$ cat config.mk
export PLATFORM = sky130hd
export DESIGN_NAME = adc_status_mode_registers
export DESIGN_NICKNAME = d
export VERILOG_FILES = /design/src/adc_status_mode_pkg.sv /design/src/adc_status_mode_registers.sv
export SDC_FILE = /design/constraint.sdc
export NUM_CORES = 1
export LEC_CHECK = 0
export BUFFER_PORTS_ARGS = -buffer_cell sky130_fd_sc_hd__buf_4
export CAP_MARGIN = 20
export CORE_ASPECT_RATIO = 1.25
export CORE_UTILIZATION = 49
export CTS_CLUSTER_DIAMETER = 30
export DETAILED_ROUTE_END_ITERATION = 8
export MAX_ROUTING_LAYER = met4
export PLACE_DENSITY = 0.81
export REMOVE_ABC_BUFFERS = 1
export SYNTH_ARGS = -nofsm -noshare
export SYNTH_HDL_FRONTEND = slang
export SYNTH_SLANG_ARGS = --single-unit
export TNS_END_PERCENT = 50
$ cat constraint.sdc
create_clock -name pclk -period 2.4 [get_ports pclk]
set_input_delay 0.12 -clock pclk [delete_from_list [all_inputs] [get_ports pclk]]
set_output_delay 0.12 -clock pclk [all_outputs]
set_load 0.005 [all_outputs]
$ cat src/adc_status_mode_pkg.sv
package adc_status_mode_pkg;

  localparam int unsigned ADDR_W = 12;
  localparam int unsigned DATA_W = 32;
  localparam int unsigned REG_W  = 16;
  localparam int unsigned NUM_CH = 6;

  // Printed register indices; the byte address is four times the index
  localparam logic [ADDR_W-1:0] IDX_IDENT  = 12'h000;
  localparam logic [ADDR_W-1:0] IDX_STATUS = 12'h001;
  localparam logic [ADDR_W-1:0] IDX_MODE   = 12'h002;
  localparam int unsigned       IDX_SHIFT  = 2;

  localparam logic [3:0]  CHANNEL_COUNT = 4'h6;
  localparam logic [15:0] STATUS_RESET  = 16'h0500;
  localparam logic [15:0] MODE_RESET    = 16'h0510;

  // Bit positions of the status and mode words; lock and resync are status only, timeout is mode only
  localparam int unsigned BIT_LOCK     = 15;
  localparam int unsigned BIT_RESYNC   = 14;
  localparam int unsigned BIT_MAP_CRC  = 13;
  localparam int unsigned BIT_LINK_CRC = 12;
  localparam int unsigned BIT_POLY     = 11;
  localparam int unsigned BIT_RST      = 10;
  localparam int unsigned BIT_WLEN_HI  = 9;
  localparam int unsigned BIT_WLEN_LO  = 8;
  localparam int unsigned BIT_TIMEOUT  = 4;

  // Mode bits that hold state; 15:14 always read zero
  localparam logic [15:0] MODE_STORE_MASK = 16'h3FFF;

  // Word length encodings
  localparam logic [1:0] WLEN_16      = 2'h0;
  localparam logic [1:0] WLEN_24      = 2'h1;
  localparam logic [1:0] WLEN_32_ZERO = 2'h2;
  localparam logic [1:0] WLEN_32_SIGN = 2'h3;

  typedef struct packed {
    logic              link_locked;
    logic              resync_pulse;
    logic              link_crc_error_pulse;
    logic [15:0]       map_crc_value;
    logic [NUM_CH-1:0] ch_new_data;
  } core_events_t;

  typedef struct packed {
    logic       map_crc_enable;
    logic       link_crc_enable;
    logic       crc_poly_ansi;
    logic [1:0] output_word_length;
    logic       link_timeout_enable;
    logic [3:0] ready_pin_ctrl;
  } mode_cfg_t;

endpackage

$ cat src/adc_status_mode_registers.sv
`timescale 1ns/100ps
module adc_status_mode_registers #(
  parameter logic [3:0] ID_UPPER_NIBBLE = 4'hA,  // Arbitrary value
  parameter logic [7:0] ID_REVISION     = 8'h00  // Arbitrary value
) (
  input  wire logic                                      pclk,
  input  wire logic                                      presetn,
  input  wire logic                                      psel,
  input  wire logic                                      penable,
  input  wire logic                                      pwrite,
  input  wire logic [adc_status_mode_pkg::ADDR_W-1:0]    paddr,
  input  wire logic [adc_status_mode_pkg::DATA_W-1:0]    pwdata,
  output logic      [adc_status_mode_pkg::DATA_W-1:0]    prdata,
  output logic                                           pready,
  output logic                                           pslverr,
  input  wire adc_status_mode_pkg::core_events_t         core_events,
  output adc_status_mode_pkg::mode_cfg_t                 mode_cfg
);

  logic [15:0]                              mode_q;
  logic [15:0]                              mode_d;
  logic                                     locked_q;
  logic                                     resync_q;
  logic                                     map_crc_q;
  logic                                     link_crc_q;
  logic [adc_status_mode_pkg::NUM_CH-1:0]   new_data_q;
  logic [15:0]                              crc_prev_q;
  logic                                     pready_q;
  logic                                     pslverr_q;
  logic [adc_status_mode_pkg::DATA_W-1:0]   prdata_q;

  wire logic [15:0] ident_word;
  wire logic [15:0] status_word;
  wire logic [15:0] mode_word;
  wire logic [15:0] read_word;
  wire logic [adc_status_mode_pkg::ADDR_W-1:0] reg_idx;
  wire logic        idx_ok;
  wire logic        hit_ident;
  wire logic        hit_status;
  wire logic        hit_mode;
  wire logic        mapped;
  wire logic        setup_phase;
  wire logic        done;
  wire logic        mode_wr;
  wire logic        status_rd;
  wire logic        set_resync;
  wire logic        set_map_crc;
  wire logic        set_link_crc;
  wire logic        clr_resync;
  wire logic        clr_map_crc;
  wire logic        clr_link_crc;

  assign reg_idx     = paddr >> adc_status_mode_pkg::IDX_SHIFT;
  assign idx_ok      = (paddr[adc_status_mode_pkg::IDX_SHIFT-1:0] == '0);
  assign hit_ident   = idx_ok && (reg_idx == adc_status_mode_pkg::IDX_IDENT);
  assign hit_status  = idx_ok && (reg_idx == adc_status_mode_pkg::IDX_STATUS);
  assign hit_mode    = idx_ok && (reg_idx == adc_status_mode_pkg::IDX_MODE);
  assign mapped      = hit_ident || hit_status || hit_mode;
  assign setup_phase = psel && !penable;
  assign done        = psel && penable && pready_q;
  // Writes to read-only words are refused with an error
  assign mode_wr     = done && pwrite && hit_mode;
  assign status_rd   = done && !pwrite && hit_status;

  assign ident_word  = {ID_UPPER_NIBBLE, adc_status_mode_pkg::CHANNEL_COUNT, ID_REVISION};
  assign mode_word   = mode_q & adc_status_mode_pkg::MODE_STORE_MASK;
  // Polynomial, reset flag and word length mirror the mode word directly
  assign status_word = {locked_q, resync_q, map_crc_q, link_crc_q,
                        mode_q[adc_status_mode_pkg::BIT_POLY],
                        mode_q[adc_status_mode_pkg::BIT_RST],
                        mode_q[adc_status_mode_pkg::BIT_WLEN_HI:adc_status_mode_pkg::BIT_WLEN_LO],
                        2'h0, new_data_q};
  assign read_word   = hit_ident  ? ident_word  :
                       hit_status ? status_word :
                       hit_mode   ? mode_word   : 16'h0000;

  // Reserved bits 7:5 are kept as written; the host is expected to write zeros
  assign mode_d = (pwdata[15:0] & adc_status_mode_pkg::MODE_STORE_MASK);

  // Events that arrive while a status read completes stay set
  assign set_resync   = core_events.resync_pulse;
  assign set_map_crc  = mode_q[adc_status_mode_pkg::BIT_MAP_CRC] &&
                        (core_events.map_crc_value != crc_prev_q);
  assign set_link_crc = mode_q[adc_status_mode_pkg::BIT_LINK_CRC] &&
                        core_events.link_crc_error_pulse;
  // Only flags the host actually saw in the read are cleared
  assign clr_resync   = status_rd && prdata_q[adc_status_mode_pkg::BIT_RESYNC];
  assign clr_map_crc  = status_rd && prdata_q[adc_status_mode_pkg::BIT_MAP_CRC];
  assign clr_link_crc = status_rd && prdata_q[adc_status_mode_pkg::BIT_LINK_CRC];

  always_ff @(posedge pclk or negedge presetn) begin
    if (!presetn) begin
      mode_q <= adc_status_mode_pkg::MODE_RESET;
    end else if (mode_wr) begin
      mode_q <= mode_d;
    end
  end

  always_ff @(posedge pclk or negedge presetn) begin
    if (!presetn) begin
      locked_q   <= 1'b0;
      resync_q   <= 1'b0;
      map_crc_q  <= 1'b0;
      link_crc_q <= 1'b0;
      new_data_q <= '0;
      crc_prev_q <= 16'h0000;
    end else begin
      locked_q   <= core_events.link_locked;
      resync_q   <= set_resync || (resync_q && !clr_resync);
      map_crc_q  <= set_map_crc || (map_crc_q && !clr_map_crc);
      link_crc_q <= set_link_crc || (link_crc_q && !clr_link_crc);
      new_data_q <= core_events.ch_new_data;
      crc_prev_q <= core_events.map_crc_value;
    end
  end

  // No wait states: data and error are prepared in the setup cycle
  always_ff @(posedge pclk or negedge presetn) begin
    if (!presetn) begin
      pready_q  <= 1'b0;
      pslverr_q <= 1'b0;
      prdata_q  <= '0;
    end else begin
      pready_q  <= setup_phase;
      pslverr_q <= setup_phase && (!mapped || (pwrite && !hit_mode));
      prdata_q  <= (setup_phase && !pwrite) ? {16'h0000, read_word} : '0;
    end
  end

  always_ff @(posedge pclk or negedge presetn) begin
    if (!presetn) begin
      mode_cfg <= '{map_crc_enable: 1'b0, link_crc_enable: 1'b0, crc_poly_ansi: 1'b0,
                    output_word_length: adc_status_mode_pkg::WLEN_24,
                    link_timeout_enable: 1'b1, ready_pin_ctrl: 4'h0};
    end else begin
      mode_cfg <= '{map_crc_enable: mode_q[adc_status_mode_pkg::BIT_MAP_CRC],
                    link_crc_enable: mode_q[adc_status_mode_pkg::BIT_LINK_CRC],
                    crc_poly_ansi: mode_q[adc_status_mode_pkg::BIT_POLY],
                    output_word_length: mode_q[adc_status_mode_pkg::BIT_WLEN_HI:adc_status_mode_pkg::BIT_WLEN_LO],
                    link_timeout_enable: mode_q[adc_status_mode_pkg::BIT_TIMEOUT],
                    ready_pin_ctrl: mode_q[3:0]};
    end
  end

  assign prdata  = prdata_q;
  assign pready  = pready_q;
  assign pslverr = pslverr_q;

endmodule

Yosys cells after proc, flatten, opt, wreduce, memory -nomap -nowiden
Index checks and enable logic that the tools add are counted.
Widths: inputs -> output; s select.
{"block": "totals", "regBits": 68, "out_inout_bits": 44}
{"block": "op_classes", "n_eq_ne": 3, "n_mux": 4, "n_reduce_logical": 36}
{"op": "$mux 16", "n": 3}
{"op": "$logic_and 1x1->1", "n": 21}
{"op": "$ne 16x16->1", "n": 1}
{"op": "$mux 14", "n": 1}
{"op": "$logic_not 12->1", "n": 1}
{"op": "$eq 10x1->1 const B", "n": 1}
{"op": "$eq 10x2->1 const B", "n": 1}
{"op": "$logic_not 1->1", "n": 7}
{"op": "$logic_or 1x1->1", "n": 6}
{"op": "$logic_not 2->1", "n": 1}

Longest topological paths before layout
{"block": "logic_depth", "word_depth": 8, "mapped_depth": 6, "ltp_nobuf": 4}

Worst setup path after synthesis
Ideal clock, no wire load.
{"block": "synth_timing", "path_type": "reg-to-reg", "start": "register pready_q (netlist: pready)", "end": "register mode_q[11]", "setup_ns": 0.125, "t_arrival_ns": 1.393, "setup_slack_ns": 0.883, "stages_incl_launch_ff": 6, "path_buffers": 1, "path_cell_list": "dfrtp_1 -> and3_1 -> nand4_1 -> nor2_2 -> buf_4 -> mux2_2"}
{"block": "synth_between", "elab_chain_len": 3}
{"element": "from (decl)", "line_no": "adc_status_mode_registers.sv:28", "rtl": "logic pready_q;"}
{"element": "from (signal assigned)", "line_no": "adc_status_mode_registers.sv:124", "rtl": "pready_q <= setup_phase;"}
{"element": "$logic_and 1x1->1", "line_no": "adc_status_mode_registers.sv:60", "rtl": "assign done = psel && penable && pready_q;"}
{"element": "$logic_and 1x1->1 (2 in series)", "line_no": "adc_status_mode_registers.sv:62", "rtl": "assign mode_wr = done && pwrite && hit_mode;"}
{"element": "to (signal assigned)", "line_no": "adc_status_mode_registers.sv:93", "rtl": "mode_q <= adc_status_mode_pkg::MODE_RESET;"}
{"element": "to (signal assigned)", "line_no": "adc_status_mode_registers.sv:95", "rtl": "mode_q <= mode_d;"}
{"element": "to (decl)", "line_no": "adc_status_mode_registers.sv:20", "rtl": "logic [15:0] mode_q;"}
Every way passes these cells.
A chain may end at the register's enable or synchronous reset.

Worst setup path in the final report
{"block": "layout_timing", "start": "register pready_q (netlist: pready)", "end": "register mode_q[0]"}
Same word-level chain as after synthesis.

==> key figures <==
CTS
  – Hold Buf Count CTS: 33
  – CTS tree: done
  – Clk Tree Root Cell: clkbuf_8
  – Post-CTS Resized: 0
  – Clock Path Buffers: 2
  – Post-CTS Setup Bufs: 0
  – TritonCTS Buffers: 9
  – H-tree levels: 3
  – Clock Latency Late Sink: 0.34 ns
  – Clock-pin slew on the worst setup and hold paths: roughly 0.07 ns
  – Clock tree sinks: just under 70

Global routing
  – Met3 usage: under 10%
  – Met2 usage: around 40%
  – Global-route wire length before repair: between 8000 and 9000 µm
  – Largest net degree at the start of global routing: around 70
  – GRT overflow: 0
  – Vias in the first global route: about 1900
  – Number of antenna violations at the first check in global routing: 0
  – GR peak layer: met2
  – Met1 Use GR: 25.25%
  – Global Route Usage Sum: 23.37%

Timing
  – Headroom to the max-slew limit: ~45%
  – Slew of the pin with the lowest slew margin: around 0.83 ns
  – RSZ-0062 raised after global routing: no
  – Fin crit share: between 70% and 80%
  – Setup TNS: 0 ns
  – Max Freq: roughly 550 MHz
  – Setup-failing EPs final: 0
  – Fin. max-slew vios: 0
  – Hold Vio Cnt, Final: 0
  – Final setup skew: between 0.006 and 0.007 ns
  – Period minus WS final: between 1.5 and 2 ns

Setup path
  – Crit-path max FO: 8
  – R2R Setup Slk: between 0.5 and 0.6 ns
  – Critical path class: flip-flop to flip-flop
  – CP Launch Type: flip-flop
  – Data arrival, critical path: 2.05 ns
  – FF-to-FF Start: pready
  – Critical path required time: 2.63 ns
  – Crit path buf inv count: 1
  – Worst reg2reg path endpoint: mode_q[0]
  – Slowest cell delay on critical path: ~0.38 ns
  – Family with the most delay on the worst path: simple AND/OR/NAND/NOR gates
  – Worst Setup End Kind: flip-flop
  – Worst path slowest cell: nor2_2
  – CP cell instances: and3_1, nand4_1, nor2_2, buf_4, mux2_2
  – Worst r2r path cells: 5

Power and ir drop
  – Clock network power share: 39.9%
  – P_int: ~0.0018 W
  – Combinational power share: approximately a tenth
  – Switching share of total power: between 20% and 30%
  – Flop pwr share: between 50% and 60%
  – Pwr dens: between 600 and 700 nW/µm²
  – Peak supply drop: 438.7 µV
  – Lkg Pwr: 1.806 nW
  – Psw: around 0.00052 W

Routing
  – Routed wire length per instance: between 10 and 15 µm
  – 1st-iter DRT viols: between 50 and 60
  – Total routed wirelength: 5736 µm
  – 1st-pass router iterations: 4
  – Remaining DRCs: 0
  – Drt via density: approximately 4.8
  – Vias after detailed routing: roughly 1900
  – Post-DRT Antenna Nets: 0

Cells and area
  – Multi-input gate area: 719.4 µm²
  – Layout cells sized above 1: 38.58%
  – Antenna diode instance count: 0
  – Final #Nets: just under 400
  – Synth-to-layout area growth: 46.64%
  – Sequential Area: around 1700 µm²
  – Cell Count, Final, Fillers Out: 386
  – Fill cells: approximately 320

Run status
  – Run status: finished clean

Yosys
  – Ys async rst share: 100.0%
  – Post-synth EDFFs: 0
  – Count leader, synth: dfrtp_1
  – Cell Area, Synth: between 2000 and 3000 µm²
  – Warnings from Yosys: 0
  – Synth top cells by count: dfrtp_1 (63), nor2_1 (19), buf_4 (17)
  – #FFs+latches synth: just under 70
  – Synth top area share: roughly three fifths
  – Top post-synthesis cells by area: dfrtp_1 (62%), mux2_2 (6.2%), xnor2_1 (5.5%), dfstp_2 (5.1%), buf_4 (5.0%)
  – Synth Flop Type: dfrtp_1
  – Register area share after synthesis: approximately two thirds
  – Synth area leader: dfrtp_1
  – Yosys cell types: 26
  – Post-Syn Instances: ~190
  – Syn avg cell area: between 10 and 15 µm²

Min path
  – Worst Hold Path EP: mode_q[10]
  – Hold Path Cell Cnt: 2
  – HP Start: pwdata[10]
  – Worst hold path class: input pin to flip-flop

Die
  – Core area: 5044 µm²
  – Die area: 5501 µm²
  – Io pins: 118
  – Die W: about 67 µm
  – Chip height: approximately 83 µm
  – Num rows: 29
  – Starting Density: 50.58%

Placement
  – RePlAce Congestion: between 0.7 and 0.8
  – IO Port Bufs: 83
  – DP HPWL: 3464 µm
  – Cell total after placement: around 330

Job
  – Max Cap Violations: 0
-- power groups by stage --
stage	Combinational (W)	Clock, W	Sequential (W)
after global placement	0.000161	0	0.00120
after floorplan	0.0000499	0	0.00120
final	0.000215	0.000926	0.00118
after global routing	0.000239	0.00100	0.00118
after CTS	0.000210	0.000947	0.00118
after detailed placement	0.000166	0	0.00120
-- layout by cell type (no fill, tap or decap), types with 7 or more instances in the layout --
cell / Yosys / final
nor2_1: 19 / 19
conb_1: 1 / 16
a22oi_1: 7 / 7
nand2_1: 7 / 7
xnor2_1: 16 / 16
dfrtp_1: 63 / 63
dlygate4sd3_1: 0 / 37
a21oi_1: 7 / 7
mux2_2: 14 / 14
clkbuf_8: 0 / 10
buf_4: 17 / 86
-- per-layer routing --
metal / up-vias / routed length [µm]
li1: 862 / -
met1: 912 / 2171
met2: 78 / 3082
met3: 12 / 391
met4: 0 / 91
met5: - / 0
-- cell type report --
| class | count | share of cell area (%) |
|---|---|---|
| flip-flops and latches | 68 | 45.65 |
| repair buffers | 123 | 27.16 |
| multi-input cells | 112 | 19.23 |
| clock buffers | 10 | 3.679 |
| well taps | 62 | 2.074 |
| clock inverters | 6 | 1.706 |
| inverters | 5 | 0.5017 |
-- how the worst max path moves through the flow --
stage | startpoint | end | slack (ns) | depth (start not counted)
after floorplan | paddr[3] | mode_q[0] | 0.76 | 4
after global placement | paddr[4] | mode_q[2] | 0.56 | 6
after detailed placement | paddr[5] | mode_q[0] | 0.54 | 6
after CTS | pready | mode_q[0] | 0.55 | 5
after global routing | pready | mode_q[5] | 0.49 | 5
final | pready | mode_q[0] | 0.57 | 5
-- cells by family after synthesis --
| family | Yosys count | synth area share (%) |
|---|---|---|
| muxes | 14 | 6.179 |
| xor gates and xnor gates | 16 | 5.493 |
| buffers and inverters | 26 | 7.062 |
| other | 1 | 0.1470 |
| and+or+nand+nor | 46 | 9.416 |
| AOI/OAI and AO/OA | 20 | 4.757 |
| DFF | 68 | 66.94 |
-- state kept, by name (all words and copies together), names as in the netlist --
name / count
locked_q: 1
new_data_q: 6
pready: 1
map_crc_q: 1
link_crc_q: 1
crc_prev_q: 16
mode_q: 14
resync_q: 1
mode_cfg: 10
prdata: 16
pslverr: 1
-- metrics by stage --
| step | util, % | hold slack (ns) | total power, W | worst slack, ns | cell area (µm²) |
|---|---|---|---|---|---|
| after floorplan | - | -0.1756 | 0.001247 | 0.7553 | 2446 |
| after global placement | 62.84 | 0.2298 | 0.001358 | 0.5578 | 3169 |
| after detailed placement | 62.84 | 0.2306 | 0.001365 | 0.5411 | 3169 |
| after CTS | 73.38 | 0.0001860 | 0.002334 | 0.5499 | 3701 |
| after global routing | 74.18 | 0.002532 | 0.002417 | 0.4851 | 3741 |
| final | 74.18 | 0.01361 | 0.002319 | 0.5721 | 3741 |
-- worst register-to-register path, cell delays in order (launching register included) --
cell and delay (ns):
dfrtp_1 0.34, and3_1 0.25, nand4_1 0.13, nor2_2 0.38, buf_4 0.26, mux2_2 0.35
No activity file was read; power rests on OpenSTA's default activity.
